[src/core/pmm_pkg.sv]
// Shared constants and types of the pack protect-and-measure block
package pmm_pkg;

  // ----------------------------------------
  // Clock and time base
  // ----------------------------------------
  localparam int unsigned CLK_HZ          = 100_000_000;
  localparam int unsigned MEAS_PERIOD_MS  = 440;
  localparam int unsigned MEAS_PERIOD_CYC = MEAS_PERIOD_MS * (CLK_HZ / 1000);
  localparam int unsigned CUR_CONV_MS     = 3520;
  localparam int unsigned CUR_PERIODS     = CUR_CONV_MS / MEAS_PERIOD_MS;
  localparam int unsigned AVG_WINDOW_MS   = 28160;
  localparam int unsigned AVG_SAMPLES     = AVG_WINDOW_MS / CUR_CONV_MS;
  localparam logic [2:0]  CUR_SLOT_LAST   = 3'(CUR_PERIODS - 1);
  localparam logic [2:0]  AVG_LAST        = 3'(AVG_SAMPLES - 1);

  // ----------------------------------------
  // Fault delays (plain defaults)
  // ----------------------------------------
  localparam int unsigned UVD_MS  = 100;
  localparam int unsigned OCD_MS  = 10;
  localparam int unsigned SCD_US  = 200;
  localparam int unsigned OVD_MS  = 1000;
  localparam int unsigned UVD_CYC = UVD_MS * (CLK_HZ / 1000);
  localparam int unsigned OCD_CYC = OCD_MS * (CLK_HZ / 1000);
  localparam int unsigned SCD_CYC = SCD_US * (CLK_HZ / 1_000_000);
  localparam int unsigned OVD_CYC = OVD_MS * (CLK_HZ / 1000);

  // Fault vector positions
  localparam int FLT_OV  = 0;
  localparam int FLT_UV  = 1;
  localparam int FLT_COC = 2;
  localparam int FLT_DOC = 3;
  localparam int FLT_SC  = 4;
  localparam int FLT_N   = 5;

  // ----------------------------------------
  // Conversion formats
  // ----------------------------------------
  localparam int          ADC_W         = 18;
  localparam logic signed [17:0] VOLT_RAW_MAX = 18'sh003ff;
  localparam logic signed [17:0] VOLT_RAW_MIN = -18'sh00400;
  localparam logic [15:0] VOLT_SAT      = 16'h7fe0;
  localparam logic [15:0] VOLT_NEG_SAT  = 16'h8000;
  localparam logic [15:0] CUR_POS_SAT   = 16'h7fff;
  localparam logic [15:0] CUR_NEG_SAT   = 16'h8000;
  localparam int unsigned CUR_LSB_PV    = 1_562_500;
  localparam int unsigned CHG_BLANK_UV  = 100;
  localparam int unsigned DSG_BLANK_UV  = 25;
  localparam logic [15:0] CHG_BLANK_LSB = 16'(CHG_BLANK_UV * 1_000_000 / CUR_LSB_PV);
  localparam logic [15:0] DSG_BLANK_LSB = 16'(DSG_BLANK_UV * 1_000_000 / CUR_LSB_PV);
  localparam int          GAIN_FRAC     = 10;
  localparam logic [9:0]  OFS_LAST      = 10'h3ff;

  // Register map and reset values
  localparam logic [7:0]  ADDR_FGAIN_HI = 8'hb0;
  localparam logic [7:0]  ADDR_FGAIN_LO = 8'hb1;
  localparam logic [7:0]  COB_RESET     = 8'h00;

  // ----------------------------------------
  // Types
  // ----------------------------------------
  typedef enum logic [2:0] {CH_CELL_LO, CH_CELL_HI, CH_TEMP, CH_CURRENT, CH_OFFSET} pmm_chan_t;
  typedef enum logic [2:0] {SEQ_IDLE, SEQ_CELL_LO, SEQ_CELL_HI, SEQ_TEMP, SEQ_CUR} pmm_seq_t;

  typedef struct packed {
    logic cell_lo_uv;
    logic cell_hi_uv;
    logic cell_ov;
    logic cells_below_ce;
    logic charger;
    logic pack_low;
    logic charge_overcurrent;
    logic discharge_overcurrent;
    logic sc;
    logic dsg_release;
  } pmm_cmp_t;

  typedef struct packed {
    logic [15:0] cell_lo;
    logic [15:0] cell_hi;
    logic [15:0] temp;
    logic [15:0] current;
    logic [15:0] avg_current;
  } pmm_result_t;

  typedef struct packed {
    logic charge_gate_out;
    logic discharge_gate_out;
    logic recovery_en;
    logic pack_pulldown_en;
    logic pack_pullup_en;
    logic sleep;
  } pmm_drive_t;

endpackage

[src/core/pmm_cur_path.sv]
// Current conversion path: offset, gain, bias, clamp and blanking
`timescale 1ns/1ps
module pmm_cur_path (
  // Clock and reset
  input  wire logic        clk_i,
  input  wire logic        arst_n_i,
  // Conversion in
  input  wire logic        valid_i,
  input  wire logic        offset_i,
  input  wire logic [17:0] raw_i,
  // Trim
  input  wire logic [10:0] gain_i,
  input  wire logic [7:0]  cob_i,
  input  wire logic        blank_en_i,
  // Results
  output logic [15:0]      current_o,
  output logic [15:0]      accum_o,
  output logic             accum_valid_o
);

  typedef struct packed {
    logic [17:0] offset;
    logic [15:0] current;
    logic [15:0] accum;
    logic        accum_valid;
  } pmm_cur_state_t;

  pmm_cur_state_t q;
  pmm_cur_state_t d;

  logic signed [18:0] corr;
  logic signed [30:0] prod;
  logic signed [21:0] biased;
  logic        [15:0] sat;

  function automatic logic [15:0] blank(input logic [15:0] v, input logic en);
    if (!v[15] && v < pmm_pkg::CHG_BLANK_LSB) begin
      return 16'h0000;
    end
    if (en && v[15] && (16'h0000 - v) < pmm_pkg::DSG_BLANK_LSB) begin
      return 16'h0000;
    end
    return v;
  endfunction

  always_comb begin
    d      = q;
    corr   = $signed({raw_i[17], raw_i}) - $signed({q.offset[17], q.offset});
    prod   = 31'(corr * $signed({1'b0, gain_i}));
    biased = 22'($signed(prod[30:pmm_pkg::GAIN_FRAC])) + 22'($signed(cob_i));
    if (biased > 22'sd32767) begin
      sat = pmm_pkg::CUR_POS_SAT;
    end else if (biased < -22'sd32768) begin
      sat = pmm_pkg::CUR_NEG_SAT;
    end else begin
      sat = biased[15:0];
    end
    d.accum_valid = valid_i;
    if (valid_i) begin
      if (offset_i) begin
        d.offset = raw_i;
        d.accum  = blank(q.current, blank_en_i);
      end else begin
        d.current = sat;
        d.accum   = blank(sat, blank_en_i);
      end
    end
  end

  always_ff @(posedge clk_i or negedge arst_n_i) begin
    if (!arst_n_i) begin
      q <= '0;
    end else begin
      q <= d;
    end
  end

  assign current_o     = q.current;
  assign accum_o       = q.accum;
  assign accum_valid_o = q.accum_valid;
endmodule // pmm_cur_path

[src/core/pmm_fault_timer.sv]
// Qualification timer for one protection condition
`timescale 1ns/1ps
module pmm_fault_timer (
  // Clock and reset
  input  wire logic        clk_i,
  input  wire logic        arst_n_i,
  // Condition and delay
  input  wire logic        cond_i,
  input  wire logic [31:0] limit_i,
  output logic             trip_o
);

  typedef struct packed {
    logic [31:0] cnt;
    logic        trip;
  } pmm_tmr_state_t;

  pmm_tmr_state_t q;
  pmm_tmr_state_t d;

  always_comb begin
    d = q;
    if (!cond_i) begin
      d.cnt = '0;
    end else if (q.cnt != limit_i) begin
      d.cnt = q.cnt + 32'd1;
    end
    d.trip = cond_i && (q.cnt == limit_i);
  end

  always_ff @(posedge clk_i or negedge arst_n_i) begin
    if (!arst_n_i) begin
      q <= '0;
    end else begin
      q <= d;
    end
  end

  assign trip_o = q.trip;
endmodule // pmm_fault_timer

[src/core/pmm_protect_measure.sv]
// Protection qualifier, gate drive and measurement scheduler for a two-cell pack
// What this block does
// - Cell under undervoltage longer than its delay turns both gates off.
// - Qualified undervoltage also enters sleep when the sleep enable bit is set.
// - Undervoltage with charger and low cells enables recovery charge; gates wait.
// - Lasting charge overcurrent turns both gates off, pulls pack down until low.
// - Lasting discharge overcurrent turns discharge off, pulls pack up until high.
// - Lasting short circuit turns discharge off, pulls pack up until high.
// - Charge gate on only without overvoltage, undervoltage, charge overcurrent, disable.
// - Discharge gate on only without undervoltage, overcurrents, short, disable.
// - Both cells converted every measurement period outside sleep, lower then upper.
// - Cell results two's complement, over-range stored as saturation code.
// - Temperature result refreshed every measurement period outside sleep.
// - Current result is sense voltage in two's complement.
// - Current result refreshed at end of each current conversion cycle.
// - Current clamps to positive and negative saturation codes.
// - Average current is mean of last eight results, once per window.
// - Every 1024th conversion measures offset, used for following 1023.
// - Offset conversion keeps previous current and accumulates it again.
// - Signed bias added to each offset-corrected, gain-scaled conversion, new value next conversion.
// - Bias is volatile two's complement, zero after power-on.
// - Small charge accumulation samples always blanked; small discharge ones when enabled.
// - Gain trim is 11 bits, zero to under two in 2^-10 steps.
// - Factory gain copy readable at two bytes, unused in calculation.
// - Lasting overvoltage drives charge gate low, discharge stays on.
`timescale 1ns/1ps
module pmm_protect_measure #(
  parameter int unsigned MEAS_PERIOD_CYC = pmm_pkg::MEAS_PERIOD_CYC,
  parameter int unsigned UVD_CYC         = pmm_pkg::UVD_CYC,
  parameter int unsigned OCD_CYC         = pmm_pkg::OCD_CYC,
  parameter int unsigned SCD_CYC         = pmm_pkg::SCD_CYC,
  parameter int unsigned OVD_CYC         = pmm_pkg::OVD_CYC
) (
  // Clock and reset
  input  wire logic                clk_i,
  input  wire logic                arst_n_i,
  // Analog comparator levels
  input  wire pmm_pkg::pmm_cmp_t   cmp_i,
  // Control bits
  input  wire logic                undervoltage_sleep_enable_i,
  input  wire logic                charge_drive_disable_i,
  input  wire logic                discharge_drive_disable_i,
  input  wire logic                discharge_blank_enable_i,
  // Trim and bias
  input  wire logic [10:0]         current_gain_trim_i,
  input  wire logic [15:0]         factory_gain_copy_i,
  input  wire logic                cob_wr_i,
  input  wire logic [7:0]          cob_wdata_i,
  // Byte read port
  input  wire logic [7:0]          reg_addr_i,
  output logic [7:0]               reg_rdata_o,
  output logic [7:0]               current_offset_bias_reg_o,
  // Converter handshake
  output logic                     adc_req_o,
  output pmm_pkg::pmm_chan_t       adc_ch_o,
  input  wire logic                adc_ack_i,
  input  wire logic [17:0]         adc_data_i,
  // Results
  output pmm_pkg::pmm_result_t     result_o,
  output logic [15:0]              accum_sample_o,
  output logic                     accum_valid_o,
  // Gate drive and test currents
  output pmm_pkg::pmm_drive_t      drive_o
);

  typedef struct packed {
    pmm_pkg::pmm_cmp_t   s1;
    pmm_pkg::pmm_cmp_t   s2;
    pmm_pkg::pmm_cmp_t   s3;
    pmm_pkg::pmm_cmp_t   filt;
    logic [4:0]          flt;
    logic                sleep;
    pmm_pkg::pmm_drive_t drv;
    logic [31:0]         period_cnt;
    logic [2:0]          per_idx;
    logic                do_cur;
    logic [9:0]          ofs_cnt;
    pmm_pkg::pmm_seq_t   seq;
    logic [15:0]         cell_lo;
    logic [15:0]         cell_hi;
    logic [15:0]         temp;
    logic [18:0]         avg_sum;
    logic [2:0]          avg_cnt;
    logic [15:0]         avg;
    logic [7:0]          current_offset_bias;
    logic [7:0]          rdata;
  } pmm_state_t;

  pmm_state_t q;
  pmm_state_t d;

  logic [pmm_pkg::FLT_N-1:0] cond;
  logic [pmm_pkg::FLT_N-1:0] rel;
  logic [pmm_pkg::FLT_N-1:0] trip;
  logic [31:0]               lim [pmm_pkg::FLT_N];
  logic                      tick;
  logic                      cur_valid;
  logic [15:0]               cur_val;
  logic [18:0]               sum_next;

  function automatic logic [15:0] volt_fmt(input logic [17:0] raw);
    if ($signed(raw) > pmm_pkg::VOLT_RAW_MAX) begin
      return pmm_pkg::VOLT_SAT;
    end
    if ($signed(raw) < pmm_pkg::VOLT_RAW_MIN) begin
      return pmm_pkg::VOLT_NEG_SAT;
    end
    return {raw[10:0], 5'h00};
  endfunction

  // ----------------------------------------
  // Fault qualification
  // ----------------------------------------
  assign cond[pmm_pkg::FLT_OV]  = q.filt.cell_ov;
  assign cond[pmm_pkg::FLT_UV]  = q.filt.cell_lo_uv | q.filt.cell_hi_uv;
  assign cond[pmm_pkg::FLT_COC] = q.filt.charge_overcurrent;
  assign cond[pmm_pkg::FLT_DOC] = q.filt.discharge_overcurrent;
  assign cond[pmm_pkg::FLT_SC]  = q.filt.sc;

  assign rel[pmm_pkg::FLT_OV]  = q.filt.cells_below_ce | (q.filt.dsg_release & ~q.filt.cell_ov);
  assign rel[pmm_pkg::FLT_UV]  = ~cond[pmm_pkg::FLT_UV];
  assign rel[pmm_pkg::FLT_COC] = q.filt.pack_low;
  assign rel[pmm_pkg::FLT_DOC] = ~q.filt.pack_low;
  assign rel[pmm_pkg::FLT_SC]  = ~q.filt.pack_low;

  assign lim[pmm_pkg::FLT_OV]  = OVD_CYC;
  assign lim[pmm_pkg::FLT_UV]  = UVD_CYC;
  assign lim[pmm_pkg::FLT_COC] = OCD_CYC;
  assign lim[pmm_pkg::FLT_DOC] = OCD_CYC;
  assign lim[pmm_pkg::FLT_SC]  = SCD_CYC;

  for (genvar i = 0; i < pmm_pkg::FLT_N; i++) begin : g_tmr
    pmm_fault_timer u_tmr (
      .clk_i    (clk_i),
      .arst_n_i (arst_n_i),
      .cond_i   (cond[i]),
      .limit_i  (lim[i]),
      .trip_o   (trip[i])
    );
  end

  // ----------------------------------------
  // Current path
  // ----------------------------------------
  assign cur_valid = (q.seq == pmm_pkg::SEQ_CUR) && adc_ack_i;

  pmm_cur_path u_cur (
    .clk_i         (clk_i),
    .arst_n_i      (arst_n_i),
    .valid_i       (cur_valid),
    .offset_i      (q.ofs_cnt == pmm_pkg::OFS_LAST),
    .raw_i         (adc_data_i),
    .gain_i        (current_gain_trim_i),
    .cob_i         (q.current_offset_bias),
    .blank_en_i    (discharge_blank_enable_i),
    .current_o     (cur_val),
    .accum_o       (accum_sample_o),
    .accum_valid_o (accum_valid_o)
  );

  assign sum_next = q.avg_sum + {{3{cur_val[15]}}, cur_val};

  // ----------------------------------------
  // Next state
  // ----------------------------------------
  assign tick = (q.period_cnt == MEAS_PERIOD_CYC - 1);

  always_comb begin
    d      = q;
    d.s1   = cmp_i;
    d.s2   = q.s1;
    d.s3   = q.s2;
    d.filt = pmm_pkg::pmm_cmp_t'((q.s2 & q.s3) | (q.filt & (q.s2 ^ q.s3)));

    // Set wins over release
    d.flt   = trip | (q.flt & ~rel);
    d.sleep = (trip[pmm_pkg::FLT_UV] & undervoltage_sleep_enable_i)
            | (q.sleep & ~q.filt.charger);

    d.drv.charge_gate_out    = ~q.flt[pmm_pkg::FLT_OV] & ~q.flt[pmm_pkg::FLT_UV]
                             & ~q.flt[pmm_pkg::FLT_COC] & ~charge_drive_disable_i;
    d.drv.discharge_gate_out = ~q.flt[pmm_pkg::FLT_UV] & ~q.flt[pmm_pkg::FLT_COC]
                             & ~q.flt[pmm_pkg::FLT_DOC] & ~q.flt[pmm_pkg::FLT_SC]
                             & ~discharge_drive_disable_i;
    d.drv.recovery_en        = q.flt[pmm_pkg::FLT_UV] & q.filt.charger
                             & q.filt.cells_below_ce;
    d.drv.pack_pulldown_en   = q.flt[pmm_pkg::FLT_COC];
    d.drv.pack_pullup_en     = q.flt[pmm_pkg::FLT_DOC] | q.flt[pmm_pkg::FLT_SC];
    d.drv.sleep              = q.sleep;

    if (cob_wr_i) begin
      d.current_offset_bias = cob_wdata_i;
    end

    if (reg_addr_i == pmm_pkg::ADDR_FGAIN_HI) begin
      d.rdata = factory_gain_copy_i[15:8];
    end else if (reg_addr_i == pmm_pkg::ADDR_FGAIN_LO) begin
      d.rdata = factory_gain_copy_i[7:0];
    end else begin
      d.rdata = 8'h00;
    end

    d.period_cnt = tick ? 32'h0 : q.period_cnt + 32'h1;

    case (q.seq)
      pmm_pkg::SEQ_IDLE: begin
        if (tick) begin
          d.per_idx = q.per_idx + 3'h1;
          d.do_cur  = (q.per_idx == pmm_pkg::CUR_SLOT_LAST);
          if (!q.sleep) begin
            d.seq = pmm_pkg::SEQ_CELL_LO;
          end
        end
      end
      pmm_pkg::SEQ_CELL_LO: begin
        if (adc_ack_i) begin
          d.cell_lo = volt_fmt(adc_data_i);
          d.seq     = pmm_pkg::SEQ_CELL_HI;
        end
      end
      pmm_pkg::SEQ_CELL_HI: begin
        if (adc_ack_i) begin
          d.cell_hi = volt_fmt(adc_data_i);
          d.seq     = pmm_pkg::SEQ_TEMP;
        end
      end
      pmm_pkg::SEQ_TEMP: begin
        if (adc_ack_i) begin
          d.temp = {adc_data_i[10:0], 5'h00};
          d.seq  = q.do_cur ? pmm_pkg::SEQ_CUR : pmm_pkg::SEQ_IDLE;
        end
      end
      pmm_pkg::SEQ_CUR: begin
        if (adc_ack_i) begin
          d.ofs_cnt = q.ofs_cnt + 10'h1;
          d.seq     = pmm_pkg::SEQ_IDLE;
        end
      end
      default: begin
        d.seq = pmm_pkg::SEQ_IDLE;
      end
    endcase

    // Average over eight current results, one update per window
    if (accum_valid_o) begin
      d.avg_cnt = q.avg_cnt + 3'h1;
      if (q.avg_cnt == pmm_pkg::AVG_LAST) begin
        d.avg     = sum_next[18:3];
        d.avg_sum = 19'h0;
      end else begin
        d.avg_sum = sum_next;
      end
    end
  end

  always_ff @(posedge clk_i or negedge arst_n_i) begin
    if (!arst_n_i) begin
      q <= '0;
    end else begin
      q <= d;
    end
  end

  // ----------------------------------------
  // Outputs
  // ----------------------------------------
  always_comb begin
    case (q.seq)
      pmm_pkg::SEQ_CELL_LO: adc_ch_o = pmm_pkg::CH_CELL_LO;
      pmm_pkg::SEQ_CELL_HI: adc_ch_o = pmm_pkg::CH_CELL_HI;
      pmm_pkg::SEQ_TEMP:    adc_ch_o = pmm_pkg::CH_TEMP;
      pmm_pkg::SEQ_CUR: begin
        adc_ch_o = (q.ofs_cnt == pmm_pkg::OFS_LAST) ? pmm_pkg::CH_OFFSET
                                                    : pmm_pkg::CH_CURRENT;
      end
      default:              adc_ch_o = pmm_pkg::CH_CELL_LO;
    endcase
  end

  assign adc_req_o                  = (q.seq != pmm_pkg::SEQ_IDLE);
  assign reg_rdata_o                = q.rdata;
  assign current_offset_bias_reg_o  = q.current_offset_bias;
  assign drive_o                    = q.drv;
  assign result_o                   = '{cell_lo:     q.cell_lo,
                                        cell_hi:     q.cell_hi,
                                        temp:        q.temp,
                                        current:     cur_val,
                                        avg_current: q.avg};
endmodule // pmm_protect_measure

[config.mk]
export PLATFORM = sky130hd
export DESIGN_NAME = pmm_protect_measure
export DESIGN_NICKNAME = d
export VERILOG_FILES = /design/src/core/pmm_pkg.sv /design/src/core/pmm_cur_path.sv /design/src/core/pmm_fault_timer.sv /design/src/core/pmm_protect_measure.sv
export SDC_FILE = /design/constraint.sdc
export NUM_CORES = 1
export LEC_CHECK = 0
export ABC_AREA = 1
export BUFFER_PORTS_ARGS = -buffer_cell sky130_fd_sc_hd__buf_4
export CORE_MARGIN = 4
export CORE_UTILIZATION = 50
export CTS_CLUSTER_SIZE = 14
export DETAILED_ROUTE_END_ITERATION = 12
export HOLD_SLACK_MARGIN = 0.08
export PLACE_DENSITY = 0.67
export SLEW_MARGIN = 25
export SYNTH_ARGS = -nofsm -noshare
export SYNTH_HDL_FRONTEND = slang
export SYNTH_SLANG_ARGS = --single-unit
[constraint.sdc]
create_clock -name clk_i -period 10.35 [get_ports clk_i]
set_clock_uncertainty 0.15 [all_clocks]
set_input_delay 1.035 -clock clk_i [delete_from_list [all_inputs] [get_ports clk_i]]
set_output_delay 1.035 -clock clk_i [all_outputs]
set_load 0.03 [all_outputs]
== After elaboration in Yosys (flattened, before gate mapping) ==
Index checks and enable logic that the tools add are counted.

* Word-level logic and storage cells: 255
* Register bits after elaboration: 414
* Input port bits: 79
* Output and inout bits: 123

* Reductions and logical operators: 25
* Equality and inequality tests: 31
* Bitwise gates (word level): 35
* Multipliers: 1
* Multiplexer cells: 66
* Magnitude comparators: 8
* Add/subtract/negate cells: 14

{| class="wikitable"
|+ Operators with widths
! cell !! number
|-
| 32-bit two-way mux || 11
|-
| 16-bit two-way mux || 17
|-
| 32-bit by 1-bit adder with 32-bit output, second input constant || 6
|-
| 32-bit by 20-bit equality test with 1-bit output, second input constant || 2
|-
| 32-bit by 20-bit inequality test with 1-bit output, second input constant || 2
|-
| 19-bit two-way mux || 2
|-
| 32-bit by 15-bit equality test with 1-bit output, second input constant || 1
|-
| 32-bit by 24-bit equality test with 1-bit output, second input constant || 1
|-
| 32-bit by 26-bit equality test with 1-bit output, second input constant || 1
|-
| 32-bit by 27-bit equality test with 1-bit output, second input constant || 1
|-
| 16-bit by 5-bit < comparator with 1-bit output, second input constant || 2
|-
| 16-bit by 7-bit < comparator with 1-bit output, second input constant || 2
|-
| 32-bit by 15-bit inequality test with 1-bit output, second input constant || 1
|-
| 32-bit by 24-bit inequality test with 1-bit output, second input constant || 1
|-
| 32-bit by 27-bit inequality test with 1-bit output, second input constant || 1
|-
| 1-bit by 16-bit subtractor with 16-bit output, first input constant || 2
|-
| 19-bit by 12-bit multiplier with 31-bit output || 1
|-
| 1-bit two-way mux || 25
|-
| 21-bit by 8-bit adder with 22-bit output || 1
|-
| 22-bit by 16-bit > comparator with 1-bit output, second input constant || 1
|-
| 22-bit by 16-bit < comparator with 1-bit output, second input constant || 1
|-
| 3-bit two-way mux || 7
|-
| 10-bit AND || 2
|-
| 19-bit adder || 1
|-
| 29 further kinds || 88
|}

== Longest topological paths before layout ==
* Depth in word-level cells: 17
* Mapped depth: 65

== Hierarchy ==
Synthesis repeated with hierarchy kept, for this count alone.

* Cell total of the unflattened synthesis: 5945
* Area total of the unflattened synthesis: 38893.6 um^2

{| class="wikitable"
|+ Modules (own cells, without submodules)
! module !! times used !! area each (um^2) !! sequential area each (um^2) !! cells an instance
|-
| pmm_fault_timer || 5 || 3358.2 || 825.8 || 630
|-
| pmm_cur_path || 1 || 12685.9 || 1276.2 || 1747
|-
| pmm_protect_measure || 1 || 9416.5 || 4704.5 || 1048
|}

== Least setup slack after synthesis ==
OpenSTA, ideal clock, no wires.

* Path type: in2reg
* Start: in adc_data_i[2]
* End: reg u_cur.q, in the netlist u_cur.accum_o[9]
* Stages: 56
* Path slack: 0.451 ns
* Setup time: 0.121 ns
* Data arrival time: 9.628 ns
* Cell sequence: ha_1 -> inv_1 -> nor3_1 -> a21oi_1 -> o21a_1 -> o21ai_0 -> a31oi_1 -> o21ai_0 -> nand2_1 -> nand2_1 -> a21oi_1 -> or2_2 -> nand2_1 -> inv_1 -> nand2_1 -> fa_1 -> inv_1 -> fa_1 -> (+20 left out) -> nand4_1 -> nand2_2 -> inv_2 -> nand2_4 -> buf_8 -> nand2_4 -> nand2_2 -> nor2_4 -> nand2_1 -> nand2_1 -> nand2_1 -> nor2_1 -> nand2_1 -> nor2_2 -> nand3_2 -> buf_6 -> nand2_2 -> nand2_1

* Word-level cells in the longest chain between the ends: 16

{| class="wikitable"
|+ Ends and longest elaborated chain
! item !! RTL line !! text
|-
| start, declared || pmm_protect_measure.sv:57 || <nowiki>input wire logic [17:0] adc_data_i,</nowiki>
|-
| 18-bit by 18-bit subtractor with 19-bit output * || pmm_cur_path.sv:48 || <nowiki>corr = $signed({raw_i[17], raw_i}) - $signed({q.offset[17], q.offset});</nowiki>
|-
| 19-bit by 12-bit multiplier with 31-bit output * || pmm_cur_path.sv:49 || <nowiki>prod = 31'(corr * $signed({1'b0, gain_i}));</nowiki>
|-
| 21-bit by 8-bit adder with 22-bit output * || pmm_cur_path.sv:50 || <nowiki>biased = 22'($signed(prod[30:pmm_pkg::GAIN_FRAC])) + 22'($signed(cob_i));</nowiki>
|-
| 22-bit by 16-bit < comparator with 1-bit output || pmm_cur_path.sv:53 || <nowiki>end else if (biased < -22'sd32768) begin</nowiki>
|-
| 16-bit two-way mux || pmm_cur_path.sv:53 ||
|-
| 16-bit two-way mux * || pmm_cur_path.sv:51 || <nowiki>if (biased > 22'sd32767) begin</nowiki>
|-
| 1-bit by 16-bit subtractor with 16-bit output || pmm_cur_path.sv:40 || <nowiki>if (en && v[15] && (16'h0000 - v) < pmm_pkg::DSG_BLANK_LSB) begin</nowiki>
|-
| 16-bit by 5-bit < comparator with 1-bit output || pmm_cur_path.sv:40 ||
|-
| 1-bit logical AND || pmm_cur_path.sv:40 ||
|-
| 1-bit two-way mux (2 in a row) || pmm_cur_path.sv:40 ||
|-
| 1-bit two-way mux || pmm_cur_path.sv:60 || <nowiki>if (offset_i) begin</nowiki>
|-
| 1-bit two-way mux || pmm_cur_path.sv:59 || <nowiki>if (valid_i) begin</nowiki>
|-
| 16-bit two-way mux || pmm_cur_path.sv:43 || <nowiki>return v;</nowiki>
|-
| 16-bit two-way mux * || pmm_cur_path.sv:40 ||
|-
| 16-bit two-way mux * || pmm_cur_path.sv:60 ||
|-
| end signal, assigned || pmm_cur_path.sv:72 || <nowiki>q <= '0;</nowiki>
|-
| end signal, assigned || pmm_cur_path.sv:74 || <nowiki>q <= d;</nowiki>
|-
| end, declared || pmm_cur_path.sv:28 || <nowiki>pmm_cur_state_t q;</nowiki>
|}

Mark *: on every way between the ends. The rest lies on a longest branch, timed or not. The select of a mux whose other input is x is not followed.
A chain may end at the register's enable or synchronous reset.

== Final worst setup path ==
* Start: in adc_data_i[4]
* End: reg u_cur.q, in the netlist u_cur.accum_o[15]

Same word-level chain as after synthesis.

==> qor.csv <==
stage,metric,value,unit
status,status,completed,
sta,setup_viol,0,
floorplan,rows,90,
floorplan,ios,202,
final_layout,layout_common_cells,"inv_1, nand2_1, dfrtp_1",
floorplan,die_w,255,µm
sta,fin_crit,9.78,ns
sta,clock.fmax,102,MHz
critical_path,cp-end-kind,flop,
final_layout,finalNetCount,4419,
route,ant_nets,0,
sta,fin_crit_sh,0.945,
yosys,synth_mux_area_frac,0.0111,
route,wirelength,72800,µm
global_route,grt_pass1_wl,121000,µm
global_route,gr-total-overflow,0,
floorplan,die_area,64800,µm²
yosys,seq_area_frac_synth,0.332,
final_layout,layout_commonest_cell,inv_1,
yosys,yosys-top-cells-area,"dfrtp_1, fa_1, inv_1",
yosys,yosysTopAreaCell,dfrtp_1,
sta,maxSlewViolCount,0,
clock_network,htreeDepth,2,
route,vias,24800,
yosys,synth_edf_count,0,
route,firstDrtPassIters,5,
global_route,track_usage,0.224,
critical_path,criticalPathCategory,in2reg,
yosys,syn_inst,3808,
worst_hold_path,hold_path.class,reg2reg,
clock_network,cts_buffer_depth,3,
floorplan,start_util,0.505,
critical_path,path_max_fanout,16,
critical_path,critPathMaxStageDelay,0.53,ns
final_layout,drive_above_1_share,0.134,
placement,dp_hpwl,56000,µm
yosys,synth.avg_cell_area,7.99,µm²
yosys,synth-seq-cells,404,
critical_path,cpMostUsedCell,nand2_1,
final_layout,utilization,0.574,
clock_network,cts_tree,yes,
sta,relSlewSlack,0.303,
final_layout,regArea,10100,µm²
yosys,syn_area,30400,µm²
yosys,synth_adder_area_share,0.185,
yosys,synth_xor_area_frac,0.0248,
global_route,antenna_found_initial,0,
critical_path,worstPathArrival,10.10,ns
critical_path,slowest_stage,fa_1,
clock_network,clock_latency,0.60,ns
placement,port_buffers,186,
clock_network,clkSinkCount,404,
clock_network,cts_hold_buf,0,
global_route,grt_pass1_vias,24300,
yosys,ys_types,62,
floorplan,core-area,60200,µm²
clock_network,cts.reportedPaths.clkPinSlew,0.06,ns
final_layout,fillCellCount,5558,
global_route,grt_max_degree,155,
floorplan,die_h,255,µm
route,wl_per_cell,15.1,µm
yosys,ys.flop_type,dfrtp_1,
final_layout,syn2layout_area_growth,13.8,%
placement,place.gp.congestion,0.892,
final_layout,multiInputGateArea,16600,µm²
sta,hold_viol_final,0,
route,drt_iter0_markers,1689,
critical_path,required,10.67,ns
yosys,yosys.area.top_type_share,0.332,
sta,worst_pin_slew,1.03,ns
yosys,ys_async_sr_fraction,1.00,
yosys,ys.warnings.count,0,
critical_path,startpoint_type,input port,
flow_run,max-cap-violations,0,
route,routed_via_density,5.13,
yosys,synth_top_family_by_area,simple AND/OR/NAND/NOR gates,
clock_network,cts_root_buf,clkbuf_16,
yosys,synth_compound_area_frac,0.103,
clock_network,numCtsBuffers,48,
final_layout,num_antenna_cells,0,
route,drc,0,
yosys,synth_simple_gate_area_share,0.215,
-- synthesized netlist by cell type, types with 13 or more instances --
master      n
nand2_2    21
a21o_1     16
o21bai_1   17
nand2_1   689
ha_1      149
inv_1     728
xnor2_1    29
nor3_1    128
nor4_1     57
fa_1      188
o21ai_0   206
mux2_2     30
clkbuf_1   52
nor2_2     13
dfrtp_1   404
xor2_1     57
nor2_1    300
nand4_1    69
buf_4     118
a31oi_1    17
a21oi_1   225
or2_2      24
nand3_1   130
-- flip-flops by register name, summed over array words and instances, names as in the netlist --
name and flops:
u_cur.accum_o 16, g_tmr.u_tmr.trip_o 5, u_cur.current_o 16, reg_rdata_o 8
q 91, g_tmr.u_tmr.q 160, u_cur.accum_valid_o 1, d 22
result_o 49, u_cur.q 18, cond 4, current_offset_bias_reg_o 8
drive_o 6
-- area by class of cell --
type                            count  share of cell area
Sequential cell                   404               0.292
Timing Repair Buffer              307              0.0685
Clock inverter                     27              0.0119
Tap cell                          782              0.0283
Inverter                          738              0.0801
Clock buffer                       63              0.0387
Multi-Input combinational cell   2504               0.480
-- routing by layer --
layer,global-route usage,wire (µm),up-vias,share of wire
met5,0,0,-,0
met4,0.0379,993,0,0.014
met3,0.0358,3650,72,0.050
met2,0.370,33600,503,0.46
met1,0.322,34500,11800,0.47
li1,-,-,12400,-
-- critical path, delay by kind of cell --
family          cells  cell delay (ns)
simple gates       31             3.33
xor+xnor            2             0.29
fa+ha+maj           8             3.59
buf+inv             9             0.99
compound gates      6             0.86
-- path summary, 6_finish.rpt --
path	to	depth (start not counted)	from	slack (ns)
max	u_cur.accum_o[15]$_DFFE_PN0P_	56	adc_data_i[4]	0.57
min	d[180]$_DFF_PN0_	0	d[190]$_DFF_PN0_	0.17
max reg2reg	u_cur.accum_o[15]$_DFFE_PN0P_	56	u_cur.q[37]$_DFFE_PN0P_	0.73
min reg2reg	d[180]$_DFF_PN0_	0	d[190]$_DFF_PN0_	0.17
max in group asynchronous	result_o[76]$_DFFE_PN0P_	2	arst_n_i	8.31
min in group asynchronous	d[191]$_DFF_PN0_	1	arst_n_i	0.31
-- through the flow --
stage	hold WS, ns	instances	setup WS, ns	cell area (µm²)	TNS, ns
2_1_floorplan	0.181	3822	0.451	30500	0
3_3_place_gp	0.184	4726	-0.0360	32600	-0.347
3_5_place_dp	0.185	4726	-0.182	32600	-2.71
4_1_cts	0.185	4816	0.416	34400	0
5_1_grt	0.185	4825	-0.0296	34600	-0.0830
6_report	0.170	4825	0.574	34600	0
-- kinds of logic after synthesis --
family | Yosys count
fa+ha+maj | 337
other cells | 1
buf+inv | 914
mux | 30
compound gates | 561
flops | 404
simple gates | 1475
xor+xnor | 86
-- repair_timing --
action	in CTS	in global routing
setup buffers	0	9
setup endpoints to repair	0	17
resized for setup	0	43
Power is not shown: default switching activity piles up to over one toggle a cycle in this logic, so the estimate is an artifact.
